File: src/fsp_pkg.sv
// Purpose: shared constants and types for the sector flash programming host
// Assumes: 40 MHz system clock, 16-bit flash data and address pins
// Notes:   times are kept in their printed units; cycle counts derive from them
package fsp_pkg;

  // ************************************************************
  // clock and timing
  // ************************************************************
  localparam int CLK_MHZ   = 40;
  localparam int T_WP_NS   = 200;  // write pulse width, least
  localparam int T_WPH_NS  = 200;  // write pulse width high, least
  localparam int T_ACC_NS  = 150;  // address/oe to output, read sample point
  localparam int T_OEHP_NS = 150;  // oe high pulse between polling reads
  localparam int T_WLC_US  = 150;  // word_load_gap_limit, longest
  localparam int T_WC_MS   = 20;   // program_cycle_duration, longest

  // least times round up, never below one cycle
  function automatic int min_cycles(input int ns);
    int c;
    c = (ns * CLK_MHZ + 999) / 1000;
    return (c < 1) ? 1 : c;
  endfunction

  localparam int WP_CYC   = min_cycles(T_WP_NS);
  localparam int WPH_CYC  = min_cycles(T_WPH_NS);
  localparam int ACC_CYC  = min_cycles(T_ACC_NS);
  localparam int OEHP_CYC = min_cycles(T_OEHP_NS);
  // longest times round down
  localparam int WLC_CYC  = T_WLC_US * CLK_MHZ;
  localparam int WC_CYC   = T_WC_MS * 1000 * CLK_MHZ;

  // ************************************************************
  // flash geometry and command sequences
  // ************************************************************
  localparam int          SECTOR_WORDS_DEF = 128;
  localparam int          SECTOR_LSB       = 7;
  localparam logic [15:0] SEQ_ADDR_A       = 16'h5555;
  localparam logic [15:0] SEQ_ADDR_B       = 16'h2aaa;
  localparam logic [7:0]  SEQ_DATA_A       = 8'haa;
  localparam logic [7:0]  SEQ_DATA_B       = 8'h55;
  localparam logic [7:0]  CMD_PROTECT      = 8'ha0;
  localparam logic [7:0]  CMD_ID_ENTER     = 8'h90;
  localparam logic [7:0]  CMD_ID_EXIT      = 8'hf0;
  localparam logic [1:0]  SEQ_LAST         = 2'h2;
  localparam int          TOG_LO_BIT       = 6;
  localparam int          TOG_HI_BIT       = 14;

  // ************************************************************
  // types
  // ************************************************************
  typedef enum logic [1:0] {FSP_OP_READ, FSP_OP_PROGRAM, FSP_OP_ID_ENTER, FSP_OP_ID_EXIT} fsp_op_type;

  typedef struct packed {
    fsp_op_type  op;
    logic [15:0] addr;   // read address, or any address inside the sector to program
  } fsp_req_type;

  typedef struct packed {
    logic [15:0] rdata;
    logic        timeout;
  } fsp_resp_type;

  typedef struct packed {
    logic        ce_n;
    logic        oe_n;
    logic        we_n;
    logic [15:0] addr;
    logic [15:0] dq_out;
    logic        dq_oe;
  } fsp_pins_type;

endpackage

File: src/fsp_host.sv
// Purpose: host-side controller that reads, programs sectors and switches id mode on a parallel flash
// Assumes: flash pins are sampled and driven on clk; dq_in is synchronous to clk
// Notes:   a whole sector is staged in a local buffer so word loads run back to back
`timescale 1ns/1ps

module fsp_host
  import fsp_pkg::*;
#(
  parameter int SECTOR_WORDS = SECTOR_WORDS_DEF,
  parameter int WLC_CYCLES   = WLC_CYC,
  parameter int WC_CYCLES    = WC_CYC
)
(
  input  wire logic                            clk,
  input  wire logic                            nrst,
  input  wire logic                            clk_en,
  input  wire logic                            req_valid,
  input  wire fsp_req_type                     req,
  output logic                                 req_ready,
  output logic                                 resp_valid,
  output fsp_resp_type                         resp,
  input  wire logic                            buf_we,
  input  wire logic [$clog2(SECTOR_WORDS)-1:0] buf_idx,
  input  wire logic [15:0]                     buf_data,
  output fsp_pins_type                         pins,
  input  wire logic [15:0]                     dq_in,
  output logic                                 busy
);

  localparam int IW  = $clog2(SECTOR_WORDS);
  localparam int WCW = $clog2(WC_CYCLES + 1);
  localparam int CW  = 8;

  // ************************************************************
  // elaboration checks
  // ************************************************************
  if (SECTOR_WORDS != (1 << SECTOR_LSB))
    $error("sector size must match the sector address split");
  // one word load takes a write pulse plus a high pulse; it must fit the gap limit
  if (WP_CYC + WPH_CYC + 1 >= WLC_CYCLES)
    $error("word load period exceeds the load gap limit");
  if (WC_CYCLES < 1)
    $error("program cycle count must be positive");

  typedef enum logic [2:0] {ST_IDLE, ST_WR_LO, ST_WR_HI, ST_RD_LO, ST_RD_HI} fsp_state_type;
  typedef enum logic [1:0] {PH_CMD, PH_LOAD, PH_POLL, PH_SINGLE} fsp_phase_type;

  // ************************************************************
  // state
  // ************************************************************
  logic [15:0]   sector_buf [SECTOR_WORDS];
  fsp_state_type state,      next_state;
  fsp_phase_type phase,      next_phase;
  fsp_op_type    op;
  logic [1:0]    seq_idx,    next_seq_idx;
  logic [IW-1:0] word_idx,   next_word_idx;
  logic [CW-1:0] cnt,        next_cnt;
  logic [WCW-1:0] wc_cnt;
  logic          first_poll;
  logic          tog_stable;
  logic [1:0]    prev_tog;
  logic [15:0]   req_addr;
  logic          finish;
  logic          finish_timeout;

  // ************************************************************
  // decode
  // ************************************************************
  function automatic logic [7:0] seq_byte(input logic [1:0] idx, input fsp_op_type o);
    if (idx == 2'h0)
      return SEQ_DATA_A;
    else if (idx == 2'h1)
      return SEQ_DATA_B;
    else if (o == FSP_OP_PROGRAM)
      return CMD_PROTECT;
    else if (o == FSP_OP_ID_ENTER)
      return CMD_ID_ENTER;
    else
      return CMD_ID_EXIT;
  endfunction

  wire        cnt_done   = (cnt == '0);
  wire        start      = (state == ST_IDLE) && req_valid;
  wire [1:0]  tog_now    = {dq_in[TOG_HI_BIT], dq_in[TOG_LO_BIT]};
  wire        wc_expired = (wc_cnt >= WCW'(WC_CYCLES));
  wire [8:0]  sector     = req_addr[15:SECTOR_LSB];
  wire [15:0] poll_addr  = {sector, {SECTOR_LSB{1'b0}}};
  wire [15:0] seq_addr   = (next_seq_idx == 2'h1) ? SEQ_ADDR_B : SEQ_ADDR_A;
  wire [15:0] load_addr  = {sector, next_word_idx};
  // a single read leaves idle in the cycle req_addr is captured, so it takes the request's address directly
  wire [15:0] rd_addr    = (state == ST_IDLE) ? req.addr : req_addr;
  wire [15:0] next_addr  = (next_state == ST_RD_LO) ? ((next_phase == PH_POLL) ? poll_addr : rd_addr) :
                           (next_phase == PH_LOAD) ? load_addr : seq_addr;
  wire [15:0] next_dq    = (next_phase == PH_LOAD) ? sector_buf[next_word_idx] :
                           {8'h00, seq_byte(next_seq_idx, op)};
  wire        enter_lo   = (next_state == ST_WR_LO || next_state == ST_RD_LO) && (next_state != state);

  assign req_ready = (state == ST_IDLE);
  assign busy      = (state != ST_IDLE);

  // ************************************************************
  // sequencing
  // ************************************************************
  always_comb
  begin
    next_state     = state;
    next_phase     = phase;
    next_seq_idx   = seq_idx;
    next_word_idx  = word_idx;
    next_cnt       = cnt_done ? '0 : cnt - CW'(1);
    finish         = 1'b0;
    finish_timeout = 1'b0;
    case (state)
      ST_IDLE:
      begin
        if (req_valid)
        begin
          next_seq_idx  = '0;
          next_word_idx = '0;
          if (req.op == FSP_OP_READ)
          begin
            next_state = ST_RD_LO;
            next_phase = PH_SINGLE;
            next_cnt   = CW'(ACC_CYC - 1);
          end
          else
          begin
            // every program starts with a fresh unlock, since protection re-arms itself
            next_state = ST_WR_LO;
            next_phase = PH_CMD;
            next_cnt   = CW'(WP_CYC - 1);
          end
        end
      end
      ST_WR_LO:
      begin
        if (cnt_done)
        begin
          next_state = ST_WR_HI;
          next_cnt   = CW'(WPH_CYC - 1);
        end
      end
      ST_WR_HI:
      begin
        if (cnt_done)
        begin
          next_state = ST_WR_LO;
          next_cnt   = CW'(WP_CYC - 1);
          if (phase == PH_CMD && seq_idx != SEQ_LAST)
            next_seq_idx = seq_idx + 2'h1;
          else if (phase == PH_CMD && op == FSP_OP_PROGRAM)
            next_phase = PH_LOAD;
          else if (phase == PH_LOAD && word_idx != IW'(SECTOR_WORDS - 1))
            next_word_idx = word_idx + IW'(1);
          else if (phase == PH_LOAD)
          begin
            next_state = ST_RD_LO;
            next_phase = PH_POLL;
            next_cnt   = CW'(ACC_CYC - 1);
          end
          else
          begin
            next_state = ST_IDLE;
            finish     = 1'b1;
          end
        end
      end
      ST_RD_LO:
      begin
        if (cnt_done)
        begin
          next_state = ST_RD_HI;
          next_cnt   = CW'(OEHP_CYC - 1);
        end
      end
      ST_RD_HI:
      begin
        if (cnt_done)
        begin
          if (phase == PH_POLL && !tog_stable && !wc_expired)
          begin
            next_state = ST_RD_LO;
            next_cnt   = CW'(ACC_CYC - 1);
          end
          else
          begin
            next_state     = ST_IDLE;
            finish         = 1'b1;
            finish_timeout = (phase == PH_POLL) && !tog_stable;
          end
        end
      end
      default:
        next_state = ST_IDLE;
    endcase
  end

  // ************************************************************
  // registers
  // ************************************************************
  always_ff @(posedge clk)
  begin
    if (clk_en && buf_we)
      sector_buf[buf_idx] <= buf_data;
  end

  always_ff @(posedge clk or negedge nrst)
  begin
    if (!nrst)
    begin
      state    <= ST_IDLE;
      phase    <= PH_CMD;
      seq_idx  <= '0;
      word_idx <= '0;
      cnt      <= '0;
    end
    else if (clk_en)
    begin
      state    <= next_state;
      phase    <= next_phase;
      seq_idx  <= next_seq_idx;
      word_idx <= next_word_idx;
      cnt      <= next_cnt;
    end
  end

  always_ff @(posedge clk or negedge nrst)
  begin
    if (!nrst)
    begin
      op       <= FSP_OP_READ;
      req_addr <= '0;
    end
    else if (clk_en && start)
    begin
      op       <= req.op;
      req_addr <= req.addr;
    end
  end

  // polling bookkeeping; the first read has nothing to compare against
  always_ff @(posedge clk or negedge nrst)
  begin
    if (!nrst)
    begin
      first_poll <= 1'b1;
      tog_stable <= 1'b0;
      prev_tog   <= '0;
      wc_cnt     <= '0;
    end
    else if (clk_en)
    begin
      if (phase != PH_POLL)
      begin
        first_poll <= 1'b1;
        tog_stable <= 1'b0;
        wc_cnt     <= '0;
      end
      else
      begin
        wc_cnt <= wc_expired ? wc_cnt : wc_cnt + WCW'(1);
        // compare two read samples; the bus between reads is not driven by the flash
        if (state == ST_RD_LO && cnt_done)
        begin
          prev_tog   <= tog_now;
          tog_stable <= !first_poll && (tog_now == prev_tog);
          first_poll <= 1'b0;
        end
      end
    end
  end

  always_ff @(posedge clk or negedge nrst)
  begin
    if (!nrst)
    begin
      resp_valid <= 1'b0;
      resp       <= '0;
    end
    else if (clk_en)
    begin
      resp_valid <= finish;
      if (state == ST_RD_LO && cnt_done)
        resp.rdata <= dq_in;
      if (finish)
        resp.timeout <= finish_timeout;
    end
  end

  // pins follow the next state so strobes line up with state cycles
  always_ff @(posedge clk or negedge nrst)
  begin
    if (!nrst)
      pins <= '{ce_n: 1'b1, oe_n: 1'b1, we_n: 1'b1, addr: '0, dq_out: '0, dq_oe: 1'b0};
    else if (clk_en)
    begin
      pins.ce_n  <= !(next_state == ST_WR_LO || next_state == ST_RD_LO);
      pins.we_n  <= !(next_state == ST_WR_LO);
      pins.oe_n  <= !(next_state == ST_RD_LO);
      pins.dq_oe <= (next_state == ST_WR_LO || next_state == ST_WR_HI);
      if (enter_lo)
      begin
        pins.addr <= next_addr;
        if (next_state == ST_WR_LO)
          pins.dq_out <= next_dq;
      end
    end
  end

endmodule

File: config.mk
export PLATFORM = sky130hd
export DESIGN_NAME = fsp_host
export DESIGN_NICKNAME = d
export VERILOG_FILES = /design/src/fsp_pkg.sv /design/src/fsp_host.sv
export SDC_FILE = /design/constraint.sdc
export NUM_CORES = 2
export LEC_CHECK = 0
export BUFFER_PORTS_ARGS = -buffer_cell sky130_fd_sc_hd__buf_4
export CAP_MARGIN = 20
export CORE_MARGIN = 2
export CORE_UTILIZATION = 35
export DETAILED_ROUTE_END_ITERATION = 10
export HOLD_SLACK_MARGIN = 0.05
export PLACE_DENSITY = 0.45
export SLEW_MARGIN = 20
export SYNTH_ARGS = -nofsm -noshare
export SYNTH_HDL_FRONTEND = slang
export SYNTH_SLANG_ARGS = --single-unit
File: constraint.sdc
create_clock -name clk -period 5 [get_ports clk]
set_input_delay 0 -clock clk [delete_from_list [all_inputs] [get_ports clk]]
set_output_delay 0 -clock clk [all_outputs]
set_load 0.02 [all_outputs]
### Word level (Yosys, flattened, before mapping)

Memories as Yosys holds them, arrays and structs flattened.
Index checks and enable logic that the tools add are counted.

| cells by class | value |
|---|---|
| mux-type cells | 72 |
| order comparisons | 1 |
| reduce and logical (&&, ||, !) cells | 33 |
| add/sub/neg operators | 4 |
| equal/unequal tests | 20 |
| bitwise logic cells | 1 |

Operators by type and width:

| cell | count |
|---|---|
| 16-bit two-way mux | 5 |
| 8-bit two-way mux | 9 |
| 7-bit two-way mux | 7 |
| 2-bit two-way mux | 21 |
| 20-bit two-way mux | 2 |
| 8-bit one-hot mux with 5 select lines | 1 |
| 20-bit by 1-bit adder with 20-bit output, second input constant | 1 |
| 20-bit greater-or-equal comparator, second input constant | 1 |
| 1-bit two-way mux | 16 |
| 15-bit two-way mux | 1 |
| 3-bit two-way mux | 5 |
| 3-bit one-hot mux with 5 select lines | 1 |
| 7-bit one-hot mux with 2 select lines | 1 |
| 3-bit by 2-bit equality test with 1-bit output, second input constant | 4 |
| 1-bit logical AND | 11 |
| 2-bit AND reduction | 5 |
| 2-bit by 1-bit equality test with 1-bit output, second input constant | 4 |
| 8-bit logical NOT | 1 |
| 2-bit one-hot mux with 2 select lines | 2 |
| 8-bit by 1-bit subtractor with 8-bit output, second input constant | 1 |
| 7-bit by 1-bit adder with 7-bit output, second input constant | 1 |
| 7-bit inequality test, second input constant | 1 |
| 2-bit equality test, second input constant | 3 |
| 3-bit by 1-bit equality test with 1-bit output, second input constant | 2 |
| other kinds (15) | 25 |

| word-level totals | value |
|---|---|
| register bits | 118 |
| input port bits | 62 |
| RAM bits | 2048 |
| memories | 1 |

Memories:

| memory | words | bits a word | rd ports | clocked after Yosys merged registers in | write ports | RTL line | source |
|---|---|---|---|---|---|---|---|
| sector_buf | 128 | 16 | 1 | 0 | 1 | fsp_host.sv:51 | `logic [15:0] sector_buf [SECTOR_WORDS];` |

### Depth between registers and ports, before layout

| logic depth | value |
|---|---|
| depth in word-level cells | 11 |
| mapped depth | 19 |
| depth with buffers taken out | 12 |

### Least setup slack after synthesis

OpenSTA, ideal clock, no wires.

| timing path | value |
|---|---|
| kind | flip-flop to flip-flop |
| start | register cnt[0] |
| end | register pins[6] in the netlist's numbering |
| data arrival time | 3.605 ns |
| buffers on the path | 2 |
| path slack | 1.265 ns |
| cell stages (with the launch flop) | 15 |
| clock period less this slack | 3.735 ns |
| cell sequence | dfrtp_1 inv_1 ha_1 or3b_2 clkbuf_1 nor2_2 buf_4 a31oi_2 nor2_4 mux2_2 o2111a_1 a211o_1 or4_1 a2111oi_2 a21oi_1 |

| on the way | value |
|---|---|
| cells in the longest elaborated chain, start to end | 7 |

Ends and longest elaborated chain:

| element | RTL line | source |
|---|---|---|
| from (decl) | fsp_host.sv:57 | `logic [CW-1:0] cnt, next_cnt;` |
| from (signal assigned) | fsp_host.sv:223 | `cnt <= next_cnt;` |
| 8-bit logical NOT * | fsp_host.sv:82 | `wire cnt_done = (cnt == '0);` |
| branches (longest 6 deep; another with memory read 128 x 16 bit) | -- |  |
| to (signal assigned) | fsp_host.sv:294 | `pins <= '{ce_n: 1'b1, oe_n: 1'b1, we_n: 1'b1, addr: '0, dq_out: '0, dq_oe: 1'b0};` |
| to (decl) | fsp_host.sv:25 | `output fsp_pins_type pins,` |

Every way passes the cells marked *.
A chain may end at the register's enable or synchronous reset.

### Worst setup path in the final report

| timing path | value |
|---|---|
| start | register cnt[0] |
| end | register pins[10] in the netlist's numbering |

| on the way | value |
|---|---|
| cells in the longest elaborated chain, start to end | 7 |

Ends and longest elaborated chain:

| element | RTL line |
|---|---|
| 8-bit logical NOT * | fsp_host.sv:82 |
| branches (longest 6 deep; another with memory read 128 x 16 bit) | -- |

Marked as above.

==> results.yml <==
yosys:
  synth_edf_count: 2048
  ys.flop_type: "edfxtp_1"
  synthAdderAreaFrac_pct: 0.0998
  syn_avg_cell_area_um2: 13.7
  yosysWarnings: 0
  async_reset_ff_share_pct: 5.45
  synth_compound_area_share_pct: 9.56
  synth_top_family_by_area: "simple AND/OR/NAND/NOR gates"
  yosysSeqAreaShare_pct: 73.5
  synth_simple_gate_area_share_pct: 12.3
  yosysTopAreaCell: "edfxtp_1"
  synth.area.top_cells: "edfxtp_1 70%, nand2_1 5.8%, dfrtp_1 3.3%"
  synth_top_area_share_pct: 70.1
  synth_xor_area_share_pct: 0.200
  syn_area_um2: 87800
  muxShareOfSynthArea_pct: 1.84
  synth_cell_type_count: 86
  syn_inst: 6419
  syn-num-nets: 6488
  synth-seq-cells: 2166
die:
  die-area_um2: 255000
  start_util_pct: 35.3
  core-area_um2: 249000
  die_h_um: 505
  boundaryPins: 118
  die_x_um: 505
  std_cell_rows: 183
run_status:
  status: "completed"
global_route:
  antenna_found_initial: 15
  grt_overflow: 0
  first_global_vias: 57200
  grt_first_pass_wirelength_mm: 465
  grt_max_degree: 97
  track_usage_pct: 25.6
drt:
  drtAntennaViolNets: 0
  drc: 0
  via_per_inst: 5.73
  route.detailed.wl_per_inst_um: 31.9
  num_vias: 60200
  routed_wl_mm: 335
  drtIter0Drc: 7435
  drtPass1Iterations: 8
placed_design:
  pre_cts_ws_ns: -0.137
  routabilityCongestion: 0.909
  io_buffers: 117
  dp_hpwl_mm: 210
critical_path:
  cpLargestDelayFamily: "simple AND/OR/NAND/NOR gates"
  cp-start-kind: "flop"
  worstPathMaxFanout: 51
  critPathBufInv: 4
  critical_path_class: "flop to flop"
  crit_path_cell_trace: "inv_1 -> ha_1 -> nor3b_2 -> nand2_4 -> or4_4 -> nand2_8 -> buf_12 -> buf_4 -> a211oi_1 -> a311oi_1 -> o21ai_0 -> buf_4 -> nand4_1 -> nand3_1 -> nand3_1"
  slowest_stage: "a311oi_1"
  cp_slowest_stage_delay_ns: 0.93
  required_ns: 5.84
  cp.arrival_ns: 5.76
  end_kind: "flop"
sta:
  fin_crit_sh_pct: 98.4
  rsz0062_at_grt: "no"
  worst_clock_skew_ns: 0.0704
  slew_headroom_pct: 21.7
  setup_viol: 0
  worst_slew_pin_slew_ns: 1.17
  hold_viol: 0
  max_clock_freq_mhz: 203
  fin_ws_ns: 0.0795
  finalCriticalPeriod_ns: 4.92
  final_max_slew_viol_count: 0
cells_and_area:
  drive_above_1_share_pct: 16.6
  final-seq-area_um2: 64500
  num-nets-final: 7030
  post-route-util_pct: 42.0
  synthToLayoutAreaGrowth_pct: 19.2
  layout_common_cells: "2,048 x edfxtp_1, 1,360 x nand2_1, 587 x buf_4"
  layout_commonest_cell: "edfxtp_1"
  multi_input_area_um2: 21700
  fill_cells: 23000
clock_network:
  cts_max_level: 4
  cts.sinks: 2166
  path_clk_slew_ns: 0.06
  insertion_delay_ns: 0.91
  clock_path_buffers: 3
  tritoncts: "done"
  clock-root-buffer: "clkbuf_16"
  cts_made_buffers: 229
power_and_ir_drop:
  power_mw: 60.8
  p_leak_nw: 35.9
  vdd.ir_drop.worst_mv: 0.444
  pwr_density_cell_nw_per_um2: 581
hold_path:
  hold_path.class: "primary input to flop"
job:
  drv_cap: 0
==> flip-flops by register name, summed over array words and instances (netlist names) <==
register,count
op,2
pins,36
tog_stable,1
seq_idx,2
resp_valid,1
cnt,8
sector_buf,2048
req_addr,16
first_poll,1
word_idx,7
prev_tog,2
wc_cnt,20
state,3
phase,2
resp,17
==> kinds of logic after synthesis <==
kind of cell,count (synthesis)
xor gates and xnor gates,20
AOI/OAI and AO/OA,1166
DFF,2166
and+or+nand+nor,2417
adders and majority gates,7
muxes,155
buffers and inverters,488
==> power by group <==
group / internal (mW) / switching [mW]
sequential: 20.2 / 0.390
combinational: 7.36 / 16.2
clock: 9.27 / 7.36
total: 36.8 / 23.9
==> layout make-up <==
class	count	share of cell area, %
Timing Repair Buffer	776	6.67
Sequential cell	2166	61.6
Clock inverter	136	1.04
Clock buffer	295	5.83
Multi-Input combinational cell	3765	20.8
Tap cell	3330	3.98
Antenna cell	5	0.0120
Inverter	23	0.0825
==> worst paths after layout <==
check / start / endpoint / slack, ns / depth (start not counted)
worst max-delay path: cnt[0] / pins[10] / 0.08 / 15
worst min-delay path: buf_data[5] / sector_buf[97][5] / 0.12 / 2
worst max register to register: cnt[0] / pins[10] / 0.08 / 15
worst min register to register: pins[24] / pins[24] / 0.48 / 2
max in group asynchronous: nrst / seq_idx[0] / 3.99 / 4
min in group asynchronous: nrst / resp[4] / 0.30 / 4
==> synthesized netlist by cell type, types with 12 or more instances <==
cell type  number
dfrtp_1       114
a221oi_1       22
nand3_1       365
buf_4          22
a211oi_1      314
edfxtp_1     2048
mux2i_1       103
a311oi_1      130
a21oi_1       105
nand4_1        58
a32oi_1        54
and3_1        285
a31oi_1       208
a22oi_1        15
xor2_1         13
mux2_2         52
o22ai_1        28
o21ai_0       114
buf_2         203
inv_1          23
nor4_1         21
clkbuf_1      178
buf_1          58
a32o_1         12
nor2_1        216
o211ai_1       26
nor3_1         27
nand2_1      1363
o2111ai_1      24
o221ai_1       15
==> layer usage <==
layer  GRT usage, %  vias up  wire, um
li1               -    25800         -
met1           36.2    31300    145000
met2           39.8     2614    152000
met3           4.10      489     24200
met4           9.18        4     12800
met5              0        -        32
==> worst reg2reg max path, cell delays in order (launching register included) <==
cell and delay [ns]:
dfrtp_1 0.38, inv_1 0.11, ha_1 0.21, nor3b_2 0.30
nand2_4 0.15, or4_4 0.68, nand2_8 0.32, buf_12 0.31
buf_4 0.34, a211oi_1 0.11, a311oi_1 0.93, o21ai_0 0.25
buf_4 0.20, nand4_1 0.11, nand3_1 0.28, nand3_1 0.18
==> stage by stage <==
step,setup TNS [ns],instances,area [um2],hold slack (ns)
2_1_floorplan,0,6419,87800,-0.296
3_3_place_gp,-0.778,9934,95900,0.0827
3_5_place_dp,-0.248,9937,96000,0.0799
4_1_cts,0,10500,104000,0.0501
5_1_grt,0,10500,105000,0.117
6_report,0,10500,105000,0.120
==> what timing repair did <==
item	in CTS	in global routing
endpoints found under the setup margin	3	8
setup buffers	0	2
hold endpoints to repair	1865	0
gates resized for setup	4	19
pin swaps	0	6
hold buffers	120	0
Power figures use the tool's default switching activity.
